## src/rtl/eil_params.svh

```systemverilog
// Purpose: constants for the external interrupt line unit
// Assumes: 250 MHz clock, one cycle per 4 ns
// Notes: times are kept in microseconds or milliseconds, counts derived
`ifndef EIL_PARAMS_SVH
`define EIL_PARAMS_SVH

`define EIL_CLK_MHZ 250
`define EIL_OUT_PW_US 16'h0005
`define EIL_IN_PW_US 16'h0005
`define EIL_SPACING_US 16'h01F4
`define EIL_TICK_MS 10
`define EIL_TICK_CYCLES (`EIL_TICK_MS * 1000 * `EIL_CLK_MHZ)
`define EIL_MAX_BACKOFF 4'h8
`define EIL_LINES_RESET 4'h0

`endif

```

## src/rtl/eil_pkg.sv

```systemverilog
// Purpose: types shared by the external interrupt line unit
// Assumes: nothing beyond the params header
// Notes: stuck-input supervisor states
package eil_pkg;
  typedef enum logic [1:0] {
    EIL_IDLE = 2'b00, // waiting for first interrupt
    EIL_ARMED = 2'b01, // pulse seen, spacing window open
    EIL_HOLD = 2'b10 // input treated as stuck, receipt masked
  } eil_stuck_e;
endpackage

```

## src/rtl/eil_us_timer.sv

```systemverilog
// Purpose: microsecond tick generator
// Assumes: clock frequency in MHz is a whole number
// Notes: one-cycle pulse every microsecond
`timescale 1ns/10ps
`include "eil_params.svh"
module eil_us_timer #(
  parameter int CLK_MHZ = `EIL_CLK_MHZ
) (
  input wire logic clk, // system clock
  input wire logic rst, // async reset, high
  output logic us_tick // one pulse per microsecond
);
  logic [9:0] cnt_reg;
  wire cnt_wrap = (cnt_reg == 10'(CLK_MHZ - 1));

  // -----------------------------------------------
  // free running divider
  // -----------------------------------------------
  always_ff @(posedge clk or posedge rst) begin
    if (rst) begin
      cnt_reg <= 10'h000;
      us_tick <= 1'b0;
    end else begin
      cnt_reg <= cnt_wrap ? 10'h000 : cnt_reg + 10'h001;
      us_tick <= cnt_wrap;
    end
  end
endmodule

```

## src/rtl/eil_line_drv.sv

```systemverilog
// Purpose: one outgoing interrupt line with set, clear and timed pulse
// Assumes: microsecond tick from the shared timer
// Notes: a pulse of width zero still lasts one tick boundary at most
`timescale 1ns/10ps
module eil_line_drv (
  input wire logic clk, // system clock
  input wire logic rst, // async reset, high
  input wire logic sel, // this line chosen by mask
  input wire logic do_set, // set-high request
  input wire logic do_clr, // set-low request
  input wire logic do_pulse, // pulse request
  input wire logic [15:0] width_us, // pulse width
  input wire logic us_tick, // microsecond tick
  output logic line // line level, active high
);
  logic [15:0] left_reg;
  logic pulsing_reg;
  wire pulse_done = pulsing_reg && us_tick && (left_reg <= 16'h0001);

  // -----------------------------------------------
  // level and pulse timer; set and clear cancel a pulse
  // -----------------------------------------------
  always_ff @(posedge clk or posedge rst) begin
    if (rst) begin
      line <= 1'b0;
      pulsing_reg <= 1'b0;
      left_reg <= 16'h0000;
    end else if (sel && do_set) begin
      line <= 1'b1;
      pulsing_reg <= 1'b0;
    end else if (sel && do_clr) begin
      line <= 1'b0;
      pulsing_reg <= 1'b0;
    end else if (sel && do_pulse) begin
      line <= 1'b1;
      pulsing_reg <= 1'b1;
      left_reg <= width_us;
    end else if (pulse_done) begin
      line <= 1'b0;
      pulsing_reg <= 1'b0;
    end else if (pulsing_reg && us_tick) begin
      left_reg <= left_reg - 16'h0001;
    end
  end
endmodule

```

## src/rtl/eil_top.sv

```systemverilog
// Purpose: external interrupt line unit, four outputs and two inputs
// Assumes: all inputs synchronous to CLOCK; requests are one-cycle pulses
// Notes: control bits are plain ports, no register bus
`timescale 1ns/10ps
`include "eil_params.svh"
module eil_top
  import eil_pkg::*;
#(
  parameter int LINES = 4,
  parameter int TICK_CYCLES = `EIL_TICK_CYCLES,
  parameter logic [3:0] MAX_BACKOFF = `EIL_MAX_BACKOFF
) (
  input wire logic CLOCK, // system clock, 250 MHz
  input wire logic RST, // async reset, high
  input wire logic [3:0] LINE_MASK, // lines chosen by a request
  input wire logic PULSE_LINES_REQUEST, // pulse masked lines
  input wire logic ASSERT_LINES_REQUEST, // drive masked lines high
  input wire logic DEASSERT_LINES_REQUEST, // drive masked lines low
  input wire logic SET_OUTPUT_PULSE_WIDTH, // load output width
  input wire logic SET_INPUT_PULSE_WIDTH, // load input width
  input wire logic SET_MIN_PULSE_SPACING, // load spacing
  input wire logic [15:0] WIDTH_DATA, // microseconds for loads
  input wire logic INPUT_RECEIVE_ENABLE, // enable input receipt
  input wire logic INPUT_RECEIVE_DISABLE, // disable input receipt
  input wire logic [1:0] IN_LINES, // incoming lines, active high
  input wire logic IRQ_ACK, // host finished with one interrupt
  output logic [3:0] OUT_LINES, // outgoing lines, active high
  output logic EXT_IRQ, // level interrupt to host
  output logic [15:0] GET_OUTPUT_PULSE_WIDTH, // output width readback
  output logic [15:0] GET_INPUT_PULSE_WIDTH, // input width readback
  output logic [15:0] GET_MIN_PULSE_SPACING, // spacing readback
  output logic RECEIVE_ENABLED, // software enable state
  output logic STUCK_HOLD, // receipt masked for stuck input
  output logic REQ_ERROR // request seen with empty mask
);
  // -----------------------------------------------
  // request decode
  // -----------------------------------------------
  wire mask_ok = |LINE_MASK;
  wire any_req = PULSE_LINES_REQUEST | ASSERT_LINES_REQUEST | DEASSERT_LINES_REQUEST;
  wire do_pulse = PULSE_LINES_REQUEST & mask_ok;
  wire do_set = ASSERT_LINES_REQUEST & mask_ok;
  wire do_clr = DEASSERT_LINES_REQUEST & mask_ok;
  wire us_tick;
  wire [3:0] line_q;

  eil_us_timer #(
    .CLK_MHZ(`EIL_CLK_MHZ)
  ) u_timer (
    .clk(CLOCK),
    .rst(RST),
    .us_tick(us_tick)
  );

  // -----------------------------------------------
  // one driver per line, each independent
  // -----------------------------------------------
  genvar gi;
  generate
    for (gi = 0; gi < LINES; gi++) begin : g_line
      eil_line_drv u_drv (
        .clk(CLOCK),
        .rst(RST),
        .sel(LINE_MASK[gi]),
        .do_set(do_set),
        .do_clr(do_clr),
        .do_pulse(do_pulse),
        .width_us(GET_OUTPUT_PULSE_WIDTH),
        .us_tick(us_tick),
        .line(line_q[gi])
      );
    end
  endgenerate

  // the drivers already end in flops; this stage keeps the port a flop
  always_ff @(posedge CLOCK or posedge RST) begin
    if (RST) begin
      OUT_LINES <= `EIL_LINES_RESET;
      REQ_ERROR <= 1'b0;
    end else begin
      OUT_LINES <= line_q;
      REQ_ERROR <= any_req & ~mask_ok;
    end
  end

  // -----------------------------------------------
  // programmable widths, readable back
  // -----------------------------------------------
  always_ff @(posedge CLOCK or posedge RST) begin
    if (RST) begin
      GET_OUTPUT_PULSE_WIDTH <= `EIL_OUT_PW_US;
      GET_INPUT_PULSE_WIDTH <= `EIL_IN_PW_US;
      GET_MIN_PULSE_SPACING <= `EIL_SPACING_US;
    end else begin
      if (SET_OUTPUT_PULSE_WIDTH)
        GET_OUTPUT_PULSE_WIDTH <= WIDTH_DATA;
      if (SET_INPUT_PULSE_WIDTH)
        GET_INPUT_PULSE_WIDTH <= WIDTH_DATA;
      if (SET_MIN_PULSE_SPACING)
        GET_MIN_PULSE_SPACING <= WIDTH_DATA;
    end
  end

  // -----------------------------------------------
  // receipt enable; disable wins if both arrive together
  // -----------------------------------------------
  always_ff @(posedge CLOCK or posedge RST) begin
    if (RST)
      RECEIVE_ENABLED <= 1'b0;
    else if (INPUT_RECEIVE_DISABLE)
      RECEIVE_ENABLED <= 1'b0;
    else if (INPUT_RECEIVE_ENABLE)
      RECEIVE_ENABLED <= 1'b1;
  end

  // -----------------------------------------------
  // stuck-input supervisor
  // an ack ends one interrupt; if another ack comes with the input still high
  // before the spacing has passed, it is held off for growing numbers of ticks
  // -----------------------------------------------
  eil_stuck_e st_reg, st_next;
  logic [15:0] space_reg, space_next;
  logic [31:0] tick_reg, tick_next;
  logic [3:0] hold_reg, hold_next; // ticks in current hold
  logic [3:0] back_reg, back_next; // hold length, grows each retry until it reaches MAX_BACKOFF
  wire in_any = |IN_LINES;
  wire live = RECEIVE_ENABLED & (st_reg != EIL_HOLD);
  wire irq_now = live & in_any;
  wire tick_end = (tick_reg == 32'(TICK_CYCLES - 1));
  wire space_open = (space_reg < GET_MIN_PULSE_SPACING);

  always_comb begin
    st_next = st_reg;
    space_next = space_reg;
    tick_next = tick_reg;
    hold_next = hold_reg;
    back_next = back_reg;
    unique case (st_reg)
      EIL_IDLE: begin
        if (IRQ_ACK && irq_now) begin
          st_next = EIL_ARMED;
          space_next = 16'h0000;
        end
      end
      EIL_ARMED: begin
        if (us_tick && space_open)
          space_next = space_reg + 16'h0001;
        if (IRQ_ACK && irq_now && space_open) begin
          st_next = EIL_HOLD;
          tick_next = 32'h0;
          hold_next = 4'h0;
        end else if (IRQ_ACK && irq_now) begin
          space_next = 16'h0000;
        end else if (!space_open) begin
          st_next = EIL_IDLE;
          back_next = 4'h1;
        end
      end
      EIL_HOLD: begin
        tick_next = tick_end ? 32'h0 : tick_reg + 32'h1;
        if (tick_end) begin
          if (hold_reg + 4'h1 >= back_reg) begin
            // retest: still asserted means stuck again, for one tick longer up to MAX_BACKOFF
            if (in_any && RECEIVE_ENABLED) begin
              hold_next = 4'h0;
              back_next = (back_reg < MAX_BACKOFF) ? back_reg + 4'h1 : back_reg;
            end else begin
              st_next = EIL_IDLE;
              back_next = 4'h1;
            end
          end else begin
            hold_next = hold_reg + 4'h1;
          end
        end
      end
      default: st_next = EIL_IDLE;
    endcase
  end

  always_ff @(posedge CLOCK or posedge RST) begin
    if (RST) begin
      st_reg <= EIL_IDLE;
      space_reg <= 16'h0000;
      tick_reg <= 32'h0;
      hold_reg <= 4'h0;
      back_reg <= 4'h1;
    end else begin
      st_reg <= st_next;
      space_reg <= space_next;
      tick_reg <= tick_next;
      hold_reg <= hold_next;
      back_reg <= back_next;
    end
  end

  // -----------------------------------------------
  // level interrupt output, no record of which input
  // -----------------------------------------------
  always_ff @(posedge CLOCK or posedge RST) begin
    if (RST) begin
      EXT_IRQ <= 1'b0;
      STUCK_HOLD <= 1'b0;
    end else begin
      EXT_IRQ <= RECEIVE_ENABLED & (st_next != EIL_HOLD) & in_any;
      STUCK_HOLD <= (st_next == EIL_HOLD);
    end
  end
endmodule

```

## config.mk

```make
export PLATFORM = sky130hd
export DESIGN_NAME = eil_top
export DESIGN_NICKNAME = d
export VERILOG_FILES = /design/src/rtl/eil_pkg.sv /design/src/rtl/eil_us_timer.sv /design/src/rtl/eil_line_drv.sv /design/src/rtl/eil_top.sv
export VERILOG_INCLUDE_DIRS = /design/src /design/src/rtl
export SDC_FILE = /design/constraint.sdc
export NUM_CORES = 1
export LEC_CHECK = 0
export BUFFER_PORTS_ARGS = -buffer_cell sky130_fd_sc_hd__buf_4
export CORE_MARGIN = 2
export CORE_UTILIZATION = 50
export DETAILED_ROUTE_END_ITERATION = 16
export PLACE_DENSITY = 0.74
export SYNTH_ARGS = -nofsm -noshare
export SYNTH_HDL_FRONTEND = slang
export SYNTH_SLANG_ARGS = --single-unit
```

## constraint.sdc

```tcl
create_clock -name CLOCK -period 7.1 [get_ports CLOCK]
set_input_delay 2.13 -clock CLOCK [delete_from_list [all_inputs] [get_ports CLOCK]]
set_output_delay 2.13 -clock CLOCK [all_outputs]
set_load 0.02 [all_outputs]
```

# After elaboration in Yosys (flattened, before gate mapping)
# Index checks and enable logic that the tools add are counted.
# op_classes
n_addsub	9
n_lt_le_gt_ge	7
eq_ne	20
n_mux	64
n_bitwise	19
reduce_logical	46
# op_table
operator	count
16-bit two-way mux	16
16-bit by 1-bit <= comparator with 1-bit output (second input constant)	4
32-bit two-way mux	2
32-bit case mux with 2 select lines	1
16-bit by 1-bit subtractor with 16-bit output (second input constant)	4
4-bit two-way mux	11
32-bit by 1-bit adder with 32-bit output (second input constant)	1
32-bit by 22-bit == test with 1-bit output (second input constant)	1
16-bit case mux with 2 select lines	1
2-bit inequality test (second input constant)	13
1-bit logical AND	24
1-bit two-way mux	22
4-bit AND reduction	5
16-bit by 1-bit adder with 16-bit output (second input constant)	1
16-bit < comparator	1
4-bit case mux with 2 select lines	2
4-bit nonzero test	4
2-bit two-way mux	7
2-bit nonzero test	7
10-bit by 1-bit adder with 10-bit output (second input constant)	1
10-bit by 8-bit == test with 1-bit output (second input constant)	1
10-bit two-way mux	1
1-bit inverter	9
4-bit by 1-bit adder with 4-bit output (second input constant)	2
13 further kinds	24
# totals
reg_bits	197
input_bits	33
out_inout_bits	56
word_cells	192

# Longest topological paths before layout
# Gate-level depths: netlist of run 1.
# depth
word_depth	10
mapped_depth	11

# Cells and area by module
# From an unflattened synthesis of run 1, not the netlist that was laid out.
# unflattened
cells_unflattened	1205
hier_area_um2	11222.0
# modules_own_cells
module	n_inst	cells_each	area_per_inst_um2	seq_area_each_um2
eil_top	1	607	5909.4	2866.5
eil_line_drv	4	137	1196.1	450.4
eil_us_timer	1	50	528.0	275.3

# Worst setup path before layout of run 1
# No wires, ideal clock.
# synth_path
kind	input to register
startpoint	input IN_LINES[1]
endpoint	register hold_reg[0]
setup_ns	0.125
arrival_ns	3.672
required_time_ns	6.975
slack_ns	3.304
stages	7
path_buffers	1
cell_sequence	o21a_1 > and3_1 > and2_1 > clkbuf_1 > nand4_1 > a221o_1 > mux2_2
# synth_between
elab_chain_cells	6
# synth_lines
item	line_no	source
start, declared	eil_top.sv:25	input wire logic [1:0] IN_LINES,
2-bit OR reduction (*)	eil_top.sv:126	wire in_any = |IN_LINES;
1-bit AND	eil_top.sv:128	wire irq_now = live & in_any;
1-bit logical AND (2 in series)	eil_top.sv:148	if (IRQ_ACK && irq_now && space_open) begin
2-bit inequality test (no line)	--	
4-bit AND reduction (no line) (*)	--	
end signal, assigned	eil_top.sv:191	hold_reg <= hold_next;
end, declared	eil_top.sv:124	logic [3:0] hold_reg, hold_next;
# Mark *: on every way between the ends. The rest lies on a longest branch, timed or not.
# A chain may end at the register's enable or synchronous reset.

# Worst setup path after layout of run 1
# layout_path
startpoint	input IN_LINES[1]
endpoint	register hold_reg[2]
# The elaborated chain is that of the path after synthesis.

==> results of run 1 <==
[layer usage]
metal  vias up  track usage (%)
met5         -                0
met4         0             7.03
met3        36             4.21
met2       310             37.7
met1      4631             34.9
li1       4575                -
[kinds of logic after synthesis]
group                      share of synthesized area [%]
muxes                                               5.86
adders and majority gates                           4.21
xor gates and xnor gates                           0.796
and+or+nand+nor                                     19.6
buffers and inverters                               3.75
AOI/OAI and AO/OA                                   20.8
DFF                                                 45.0
[layout make-up]
type                    instances  share of cell area [%]
multi-input cells             894                    45.3
flip-flops and latches        197                    39.7
repair buffers                 94                    5.77
clock buffers                  22                    3.89
well taps                     280                    2.82
inverters                      48                    1.48
clock inverters                10                   0.956
[final timing paths]
kind	from	endpoint	slack, ns	depth (start not counted)
setup / recovery	IN_LINES[1]	hold_reg[2]$_DFFE_PP0P_	2.40	8
hold reg to reg	g_line[1].u_drv.line$_DFFE_PP0P_	OUT_LINES[1]$_DFF_PP0_	0.39	0
setup reg to reg	st_reg[0]$_DFF_PP0_	hold_reg[2]$_DFFE_PP0P_	3.15	9
hold / removal	g_line[1].u_drv.line$_DFFE_PP0P_	OUT_LINES[1]$_DFF_PP0_	0.39	0
max in group asynchronous	RST	g_line[2].u_drv.left_reg[9]$_DFFE_PP0P_	3.97	3
min in group asynchronous	RST	g_line[0].u_drv.left_reg[8]$_DFFE_PP0P_	1.80	2
[synth_stat cells (4+ instances only)]
| master | count | area, µm² |
|---|---|---|
| a21o_1 | 5 | 37.5 |
| a21oi_1 | 98 | 490 |
| a22o_1 | 8 | 70.1 |
| a22oi_1 | 20 | 150 |
| a2bb2oi_1 | 6 | 52.6 |
| a31oi_1 | 19 | 119 |
| and2_1 | 17 | 106 |
| and3_1 | 18 | 113 |
| and4_1 | 6 | 52.6 |
| clkbuf_1 | 57 | 214 |
| dfrtp_1 | 186 | 4650 |
| dfstp_2 | 11 | 289 |
| ha_1 | 37 | 463 |
| inv_1 | 48 | 180 |
| mux2_2 | 35 | 394 |
| mux2i_1 | 25 | 250 |
| nand2_1 | 108 | 405 |
| nand2b_1 | 8 | 50.1 |
| nand3_1 | 58 | 290 |
| nand4_1 | 15 | 93.8 |
| nor2_1 | 92 | 345 |
| nor3_1 | 25 | 125 |
| nor4_1 | 27 | 169 |
| nor4b_1 | 4 | 35.0 |
| o211ai_1 | 23 | 173 |
| o21a_1 | 9 | 67.6 |
| o21ai_0 | 95 | 475 |
| o22a_1 | 7 | 61.3 |
| o22ai_1 | 10 | 62.6 |
| o2bb2ai_1 | 5 | 43.8 |
| o311ai_0 | 4 | 35.0 |
| o31a_1 | 5 | 43.8 |
| o32ai_1 | 4 | 35.0 |
| or3_1 | 11 | 68.8 |
| or4_1 | 19 | 143 |
| xnor2_1 | 5 | 43.8 |
| xor2_1 | 5 | 43.8 |
[stage by stage]
| stage | utilization [%] | hold slack, ns | setup slack, ns |
|---|---|---|---|
| finish | 57.4 | 0.389 | 2.40 |
| global route | 57.4 | 0.401 | 2.09 |
| CTS | 57.4 | 0.387 | 2.49 |
| detailed placement | 54.6 | 0.368 | 2.03 |
| global placement | 54.6 | 0.364 | 2.06 |
| floorplan | - | 0.354 | 2.43 |
[layout by cell type, fill, tap and decap left out, drive strengths merged, types with 28 or more instances in the layout]
cell type and n:
dfrtp 186, nor2 92, inv 49, a21oi 99, ha 37, nor4 28, o21ai 98, nand3 58
nand2 108, buf 94, mux2 35
[worst max-delay path: stages]
cell       delay (ns)
buf_4            0.08
o21a_1           0.17
and3_1           0.37
and2_1           0.29
nand4_1          0.90
buf_4            0.54
a2111oi_0        0.41
o2bb2ai_1        0.16
[power by group through the flow]
stage,Clock [mW],Sequential [mW],Combinational [mW]
floorplan,0,1.41,0.316
detailed placement,0,1.42,0.487
global placement,0,1.42,0.473
CTS,1.01,1.40,0.489
global route,1.05,1.43,0.549
finish,0.987,1.41,0.487
==> flow_summary_export.csv, run 1 <==
group,metric,value,unit
final_layout,final_cell_count_no_fill,1545,
placement,globalplace.congestion,0.857,
run,maxCapViolations,0,
run_status,outcome,"finished, final reports clean",
routing,vias_per_cell,6.18,
critical_path,criticalPathCategory,"in -> reg",
final_layout,antenna_cells,0,
sta,slew_headroom,24.1,%
logic_synthesis,synth_edf_count,0,
sta,finalMaxSlewViolations,0,
routing,routed-wl-met3,1.64,mm
final_layout,multi_input_area,5640,µm²
pwr,p_sw_share,30.0,%
pwr,p_total,2.88,mW
logic_synthesis,postSynthAreaPerCell,9.17,µm²
global_routing,grt_pass1_wl,46.2,mm
pwr,power_report.internal_total,2.02,mW
clocking,h-tree-depth,4,
sta,fin_crit_sh,66.2,%
sta,worstMarginPinSlew,1.14,ns
critical_path,endpoint_kind,"register",
critical_path,cp_max_fo,23,
floorplan,dieHeight,152,µm
placement,numPortBuffers,88,
floorplan,num_rows,54,
clocking,cts_tree,"yes",
pwr,clkPwrFrac,34.3,%
clocking,insertion_delay,0.44,ns
clocking,cts_buffers,17,
routing,dr.pass1.iters,8,
clocking,ctsLongestPathBuffers,2,
pwr,power_frac_seq,48.8,%
logic_synthesis,seq_area_frac_synth,45.0,%
floorplan,start_util,50.7,%
global_routing,grt_pass1_vias,8885,
pwr,ir_worst_vdd,136,µV
pwr,leakage,5.24,nW
final_layout,largest_register_ffs,64,
logic_synthesis,syn-cell-area,11000,µm²
logic_synthesis,syn_nets,1269,
final_layout,area.sequential,4940,µm²
logic_synthesis,ys_types,77,
placement,dp_cells,1513,
routing,antenna_left,0,
routing,route.detailed.drc,0,
critical_path,cp.arrival,5.06,ns
clocking,ctsHoldBuffers,0,
routing,vias,9552,
clocking,clock_sinks,197,
logic_synthesis,synth_ff_type,"dfrtp_1",
sta,rsz0062_at_grt,"no",
sta,fmax,213,MHz
clocking,cts_setup_buffers,0,
sta,period_minus_slack,4.70,ns
global_routing,overflow,0,
floorplan,die_w,152,µm
routing,detail_route.iter0.violations,911,
routing,drt_wl_total,27.8,mm
clocking,cts_resized,0,
routing,wl_met1,12.6,mm
final_layout,area_growth,13.1,%
sta,setup_viol,0,
routing,routedWlPerCell,18.0,µm
final_layout,drive_gt1_share,14.8,%
placement,place_area,11800,µm²
sta,setup_tns,0,ns
global_routing,grt_max_degree,168,
clocking,cts_root_buf,"clkbuf_16",
floorplan,coreArea,21700,µm²
critical_path,required,7.46,ns
pwr,combPwrFrac,16.9,%
pwr,p_sw,0.864,mW
sta,finalClockSkew,0.0129,ns
routing,highest_layer,"met4",
critical_path,start_kind,"primary input",
logic_synthesis,synth-seq-cells,197,
final_layout,nFillCells,1880,
global_routing,antenna_found_initial,0,
logic_synthesis,yosysWarningCount,0,
final_layout,nNetsFinal,1322,
final_layout,design_area,12400,µm²
placement,place_hpwl,19.0,mm
clocking,clk_pin_slew,0.07,ns
global_routing,track_usage,24.2,%
pwr,p_per_area,232,nW/µm²
routing,dr_wl_met2,13.0,mm
floorplan,die_area,23200,µm²
worst_hold_path,min_path_type,"reg -> reg",
floorplan,io_pins,89,
logic_synthesis,async_reset_ff_share,100,%
sta,hold_viol,0,
logic_synthesis,synthCells,1199,
Note: power is estimated with default switching activity, not from simulation.
==> inputs of run 2 (changes only) <==
==> constraint.sdc (replaced) <==
create_clock -name CLOCK -period 3.85 [get_ports CLOCK]
set_input_delay 1.155 -clock CLOCK [delete_from_list [all_inputs] [get_ports CLOCK]]
set_output_delay 1.155 -clock CLOCK [all_outputs]
set_load 0.02 [all_outputs]
==> flow_summary_export.csv, run 2 (synthesis results as in run 1) <==
group,metric,value,unit
placement,place_area,11900,µm²
routing,dr_wl_met2,13.2,mm
final_layout,antenna_cells,0,
final_layout,final_common_cell,"dfrtp_1",
routing,detail_route.iter0.violations,775,
sta,finalClockSkew,0.0107,ns
run,maxCapViolations,0,
sta,rsz0062_at_grt,"no",
floorplan,start_util,50.7,%
sta,finalMaxSlewViolations,0,
run_status,outcome,"finished, final reports clean",
floorplan,die_w,152,µm
placement,preCtsSetupSlack,0.580,ns
routing,highest_layer,"met4",
critical_path,criticalPathCategory,"reg -> reg",
routing,dr.pass1.iters,5,
floorplan,dieHeight,152,µm
sta,setup_ws,0.842,ns
clocking,ctsHoldBuffers,0,
clocking,cts_setup_buffers,0,
routing,drt_wl_total,28.0,mm
routing,routedWlPerCell,18.0,µm
final_layout,drive_gt1_share,15.1,%
routing,vias_per_cell,6.23,
clocking,h-tree-depth,4,
sta,setup_viol,0,
global_routing,grt_pass1_vias,8977,
floorplan,die_area,23200,µm²
worst_hold_path,min_path_type,"reg -> reg",
pwr,ir_worst_vdd,277,µV
clocking,cts_tree,"yes",
placement,globalplace.congestion,0.867,
floorplan,coreArea,21700,µm²
routing,vias,9667,
global_routing,grt_max_degree,158,
clocking,cts_resized,0,
global_routing,overflow,0,
final_layout,nFillCells,1873,
final_layout,area_growth,13.4,%
final_layout,nNetsFinal,1329,
pwr,p_per_area,424,nW/µm²
clocking,cts_buffers,17,
placement,place_hpwl,19.2,mm
sta,slew_headroom,29.7,%
global_routing,grt_pass1_wl,46.0,mm
clocking,insertion_delay,0.44,ns
pwr,p_total,5.29,mW
sta,hold_ws,0.383,ns
global_routing,antenna_found_initial,0,
placement,numPortBuffers,88,
pwr,leakage,5.25,nW
critical_path,start_kind,"register",
final_layout,largest_register_ffs,64,
clocking,cts_root_buf,"clkbuf_16",
global_routing,track_usage,24.1,%
routing,antenna_left,0,
clocking,clock_sinks,197,
critical_path,cp_max_fo,34,
routing,routed-wl-met3,1.66,mm
clocking,ctsLongestPathBuffers,2,
sta,hold_viol,0,
critical_path,cp.arrival,3.37,ns
routing,wl_met1,12.3,mm
critical_path,required,4.21,ns
sta,fin_crit_sh,78.1,%
clocking,clk_pin_slew,0.07,ns
sta,period_minus_slack,3.01,ns
sta,fmax,332,MHz
final_layout,design_area,12500,µm²
final_layout,layout_common_cells,"dfrtp_1, nand2_1, buf_4",
sta,setup_tns,0,ns
floorplan,num_rows,54,
sta,worstMarginPinSlew,1.05,ns
routing,route.detailed.drc,0,
floorplan,io_pins,89,
critical_path,endpoint_kind,"register",
-- run 2: path summary, 6_finish.rpt --
kind | start | endpoint | slack, ns | cells past startpoint
setup reg to reg | st_reg[0]$_DFF_PP0_ | hold_reg[2]$_DFFE_PP0P_ | 0.84 | 9
max in group asynchronous | RST | tick_reg[17]$_DFFE_PP0P_ | 2.24 | 3
min in group asynchronous | RST | g_line[0].u_drv.left_reg[2]$_DFFE_PP0P_ | 0.90 | 3
hold / removal | g_line[2].u_drv.line$_DFFE_PP0P_ | OUT_LINES[2]$_DFF_PP0_ | 0.38 | 0
hold reg to reg | g_line[2].u_drv.line$_DFFE_PP0P_ | OUT_LINES[2]$_DFF_PP0_ | 0.38 | 0
setup / recovery | st_reg[0]$_DFF_PP0_ | hold_reg[2]$_DFFE_PP0P_ | 0.84 | 9
-- run 2: critical path: stages (launching register included) --
cell and delay, ns:
dfrtp_1 0.42, inv_1 0.09, ha_1 0.32, inv_1 0.26, and3_1 0.41, and2_1 0.29
nand4_1 0.19, buf_4 0.33, a2111oi_0 0.45, o2bb2ai_1 0.16
-- run 2: layout make-up --
cell class / instances / area (µm²) / share of cell area [%]
inverter: 48 / 184 / 1.47
sequential: 197 / 4940 / 39.6
multi-input combinational: 894 / 5640 / 45.2
clock inverter: 10 / 121 / 0.973
clock buffer: 22 / 464 / 3.72
timing repair buffer: 101 / 771 / 6.18
tap: 280 / 350 / 2.81
-- run 2: through the flow --
step,utilization [%],instances
2_1_floorplan,-,1199
3_3_place_gp,54.8,1520
3_5_place_dp,54.8,1520
4_1_cts,57.5,1552
5_1_grt,57.5,1552
6_report,57.5,1552
-- run 2: power breakdown --
part | switching [mW] | internal [mW]
Clock | 0.786 | 0.997
Combinational | 0.538 | 0.377
Sequential | 0.276 | 2.31
-- run 2: routing by layer --
metal | vias to the layer above | global-route usage (%)
met5 | - | 0
met4 | 0 | 8.77
met3 | 47 | 4.41
met2 | 342 | 38.3
met1 | 4694 | 33.2
li1 | 4584 | -
==> inputs of run 3 (changes only) <==
--- a/config.mk
+++ b/config.mk
@@ -10,7 +10,7 @@
 export CORE_MARGIN = 2
 export CORE_UTILIZATION = 50
 export DETAILED_ROUTE_END_ITERATION = 16
-export PLACE_DENSITY = 0.74
+export PLACE_DENSITY = 0.71
 export SYNTH_ARGS = -nofsm -noshare
 export SYNTH_HDL_FRONTEND = slang
 export SYNTH_SLANG_ARGS = --single-unit
==> constraint.sdc (replaced) <==
create_clock -name CLOCK -period 3.1 [get_ports CLOCK]
set_input_delay 0.93 -clock CLOCK [delete_from_list [all_inputs] [get_ports CLOCK]]
set_output_delay 0.93 -clock CLOCK [all_outputs]
set_load 0.02 [all_outputs]
==> flow_summary_export.csv, run 3 (synthesis results as in run 1) <==
group,metric,value,unit
run_status,outcome,"finished, final reports clean",
critical_path,start_kind,"register",
sta,worstMarginPinSlew,0.823,ns
final_layout,layout_common_cells,"dfrtp_1, buf_4, nand2_1",
global_routing,grt_pass1_wl,47.3,mm
clocking,clk_pin_slew,0.07,ns
worst_hold_path,whs_endpoint,"OUT_LINES[2]$_DFF_PP0_",
critical_path,criticalPathCategory,"reg -> reg",
final_layout,drive_gt1_share,16.4,%
pwr,leakage,5.39,nW
routing,vias,9628,
final_layout,largest_register_ffs,64,
worst_hold_path,holdPathStages,0,
routing,antenna_left,0,
final_layout,antenna_cells,0,
final_layout,area_growth,15.4,%
critical_path,crit-reg2reg-launch,"GET_MIN_PULSE_SPACING[2]$_DFFE_PP1P_",
sta,setup_viol,0,
placement,preCtsSetupSlack,0.228,ns
sta,finalClockSkew,0.0108,ns
final_layout,final_common_cell,"dfrtp_1",
floorplan,start_util,50.7,%
critical_path,regToRegSetupSlack,0.25,ns
clocking,clock_sinks,197,
clocking,cts_root_buf,"clkbuf_16",
critical_path,required,3.46,ns
final_layout,final_cell_count_no_fill,1569,
clocking,cts_buffers,17,
placement,numPortBuffers,88,
routing,dr.pass1.iters,5,
routing,route.detailed.drc,0,
global_routing,antenna_found_initial,0,
clocking,cts_resized,0,
pwr,p_per_area,535,nW/µm²
floorplan,die_w,152,µm
sta,setup_tns,0,ns
final_layout,nNetsFinal,1346,
sta,hold_viol,0,
routing,detail_route.iter0.violations,709,
run,maxCapViolations,0,
clocking,ctsHoldBuffers,0,
clocking,ctsLongestPathBuffers,2,
critical_path,cp_max_fo,34,
floorplan,die_area,23200,µm²
sta,finalMaxSlewViolations,0,
routing,routedWlPerCell,18.2,µm
placement,place_hpwl,20.3,mm
global_routing,overflow,0,
critical_path,endpoint_kind,"register",
sta,fin_crit_sh,91.9,%
clocking,cts_setup_buffers,0,
floorplan,dieHeight,152,µm
global_routing,track_usage,24.8,%
clocking,cts_tree,"yes",
sta,slew_headroom,44.6,%
worst_hold_path,min_from,"g_line[2].u_drv.line$_DFFE_PP0P_",
placement,globalplace.congestion,0.883,
sta,period_minus_slack,2.85,ns
routing,drt_wl_total,28.5,mm
pwr,ir_worst_vdd,347,µV
floorplan,coreArea,21700,µm²
worst_hold_path,min_path_type,"reg -> reg",
sta,setup_ws,0.252,ns
floorplan,io_pins,89,
pwr,p_total,6.79,mW
critical_path,worstRegToRegCells,9,
placement,dp_cells,1537,
sta,rsz0062_at_grt,"no",
floorplan,num_rows,54,
routing,vias_per_cell,6.14,
clocking,h-tree-depth,4,
global_routing,grt_pass1_vias,9259,
sta,fmax,351,MHz
final_layout,nFillCells,1882,
critical_path,r2r_end,"hold_reg[2]$_DFFE_PP0P_",
critical_path,cp.arrival,3.21,ns
clocking,insertion_delay,0.44,ns
sta,hold_ws,0.376,ns
global_routing,grt_max_degree,49,
## run 3: cell types whose count changed in the layout (fill, tap and decap cells not counted), sizes merged
cell	change
inv	+2
bufinv	+2
buf	+17
clkbuf	-3
clkinvlp	-3
clkinv	+2
## run 3: cell type report
type	instances	area, µm²	area share (%)
timing repair buffer	118	936	7.37
tap	280	350	2.76
sequential	197	4940	39.0
multi-input combinational	894	5640	44.4
clock inverter	13	194	1.53
clock buffer	19	443	3.49
inverter	48	184	1.45
## run 3: per-stage QoR
step | instance area, µm² | util (%)
finish | 12700 | 58.5
global placement | 12100 | 55.6
detailed placement | 12100 | 55.6
floorplan | 11000 | -
global route | 12700 | 58.5
CTS | 12700 | 58.5
## run 3: metal layers
metal / vias up / routed length (µm) / track usage, %
met2: 288 / 13600 / 40.6
met1: 4682 / 12600 / 34.1
met4: 0 / 691 / 7.48
met5: - / 0 / 0
met3: 44 / 1710 / 4.44
li1: 4614 / - / -
## run 3: worst max path at each step
stage / start / cells past startpoint / endpoint
final: GET_MIN_PULSE_SPACING[2]$_DFFE_PP1P_ / 9 / hold_reg[2]$_DFFE_PP0P_
after global routing: GET_MIN_PULSE_SPACING[2]$_DFFE_PP1P_ / 9 / hold_reg[2]$_DFFE_PP0P_
after CTS: st_reg[0]$_DFF_PP0_ / 9 / hold_reg[2]$_DFFE_PP0P_
after detailed placement: IN_LINES[1] / 8 / hold_reg[2]$_DFFE_PP0P_
after global placement: IN_LINES[1] / 8 / hold_reg[2]$_DFFE_PP0P_
after floorplan: RST / 1 / EXT_IRQ$_DFF_PP0_
## run 3: critical path, stage by stage (launching register included)
cell,delay (ns)
dfstp_2,0.54
inv_1,0.05
ha_1,0.27
o21ai_0,0.18
nand2b_1,0.12
a31oi_2,0.38
nand4_1,0.31
buf_12,0.27
a2111oi_0,0.49
o2bb2ai_1,0.17
## run 3: report_power, final
group / total, mW / switching [mW] / internal [mW]
combinational: 1.17 / 0.673 / 0.497
clock: 2.41 / 1.02 / 1.39
sequential: 3.22 / 0.343 / 2.87
total: 6.79 / 2.03 / 4.76
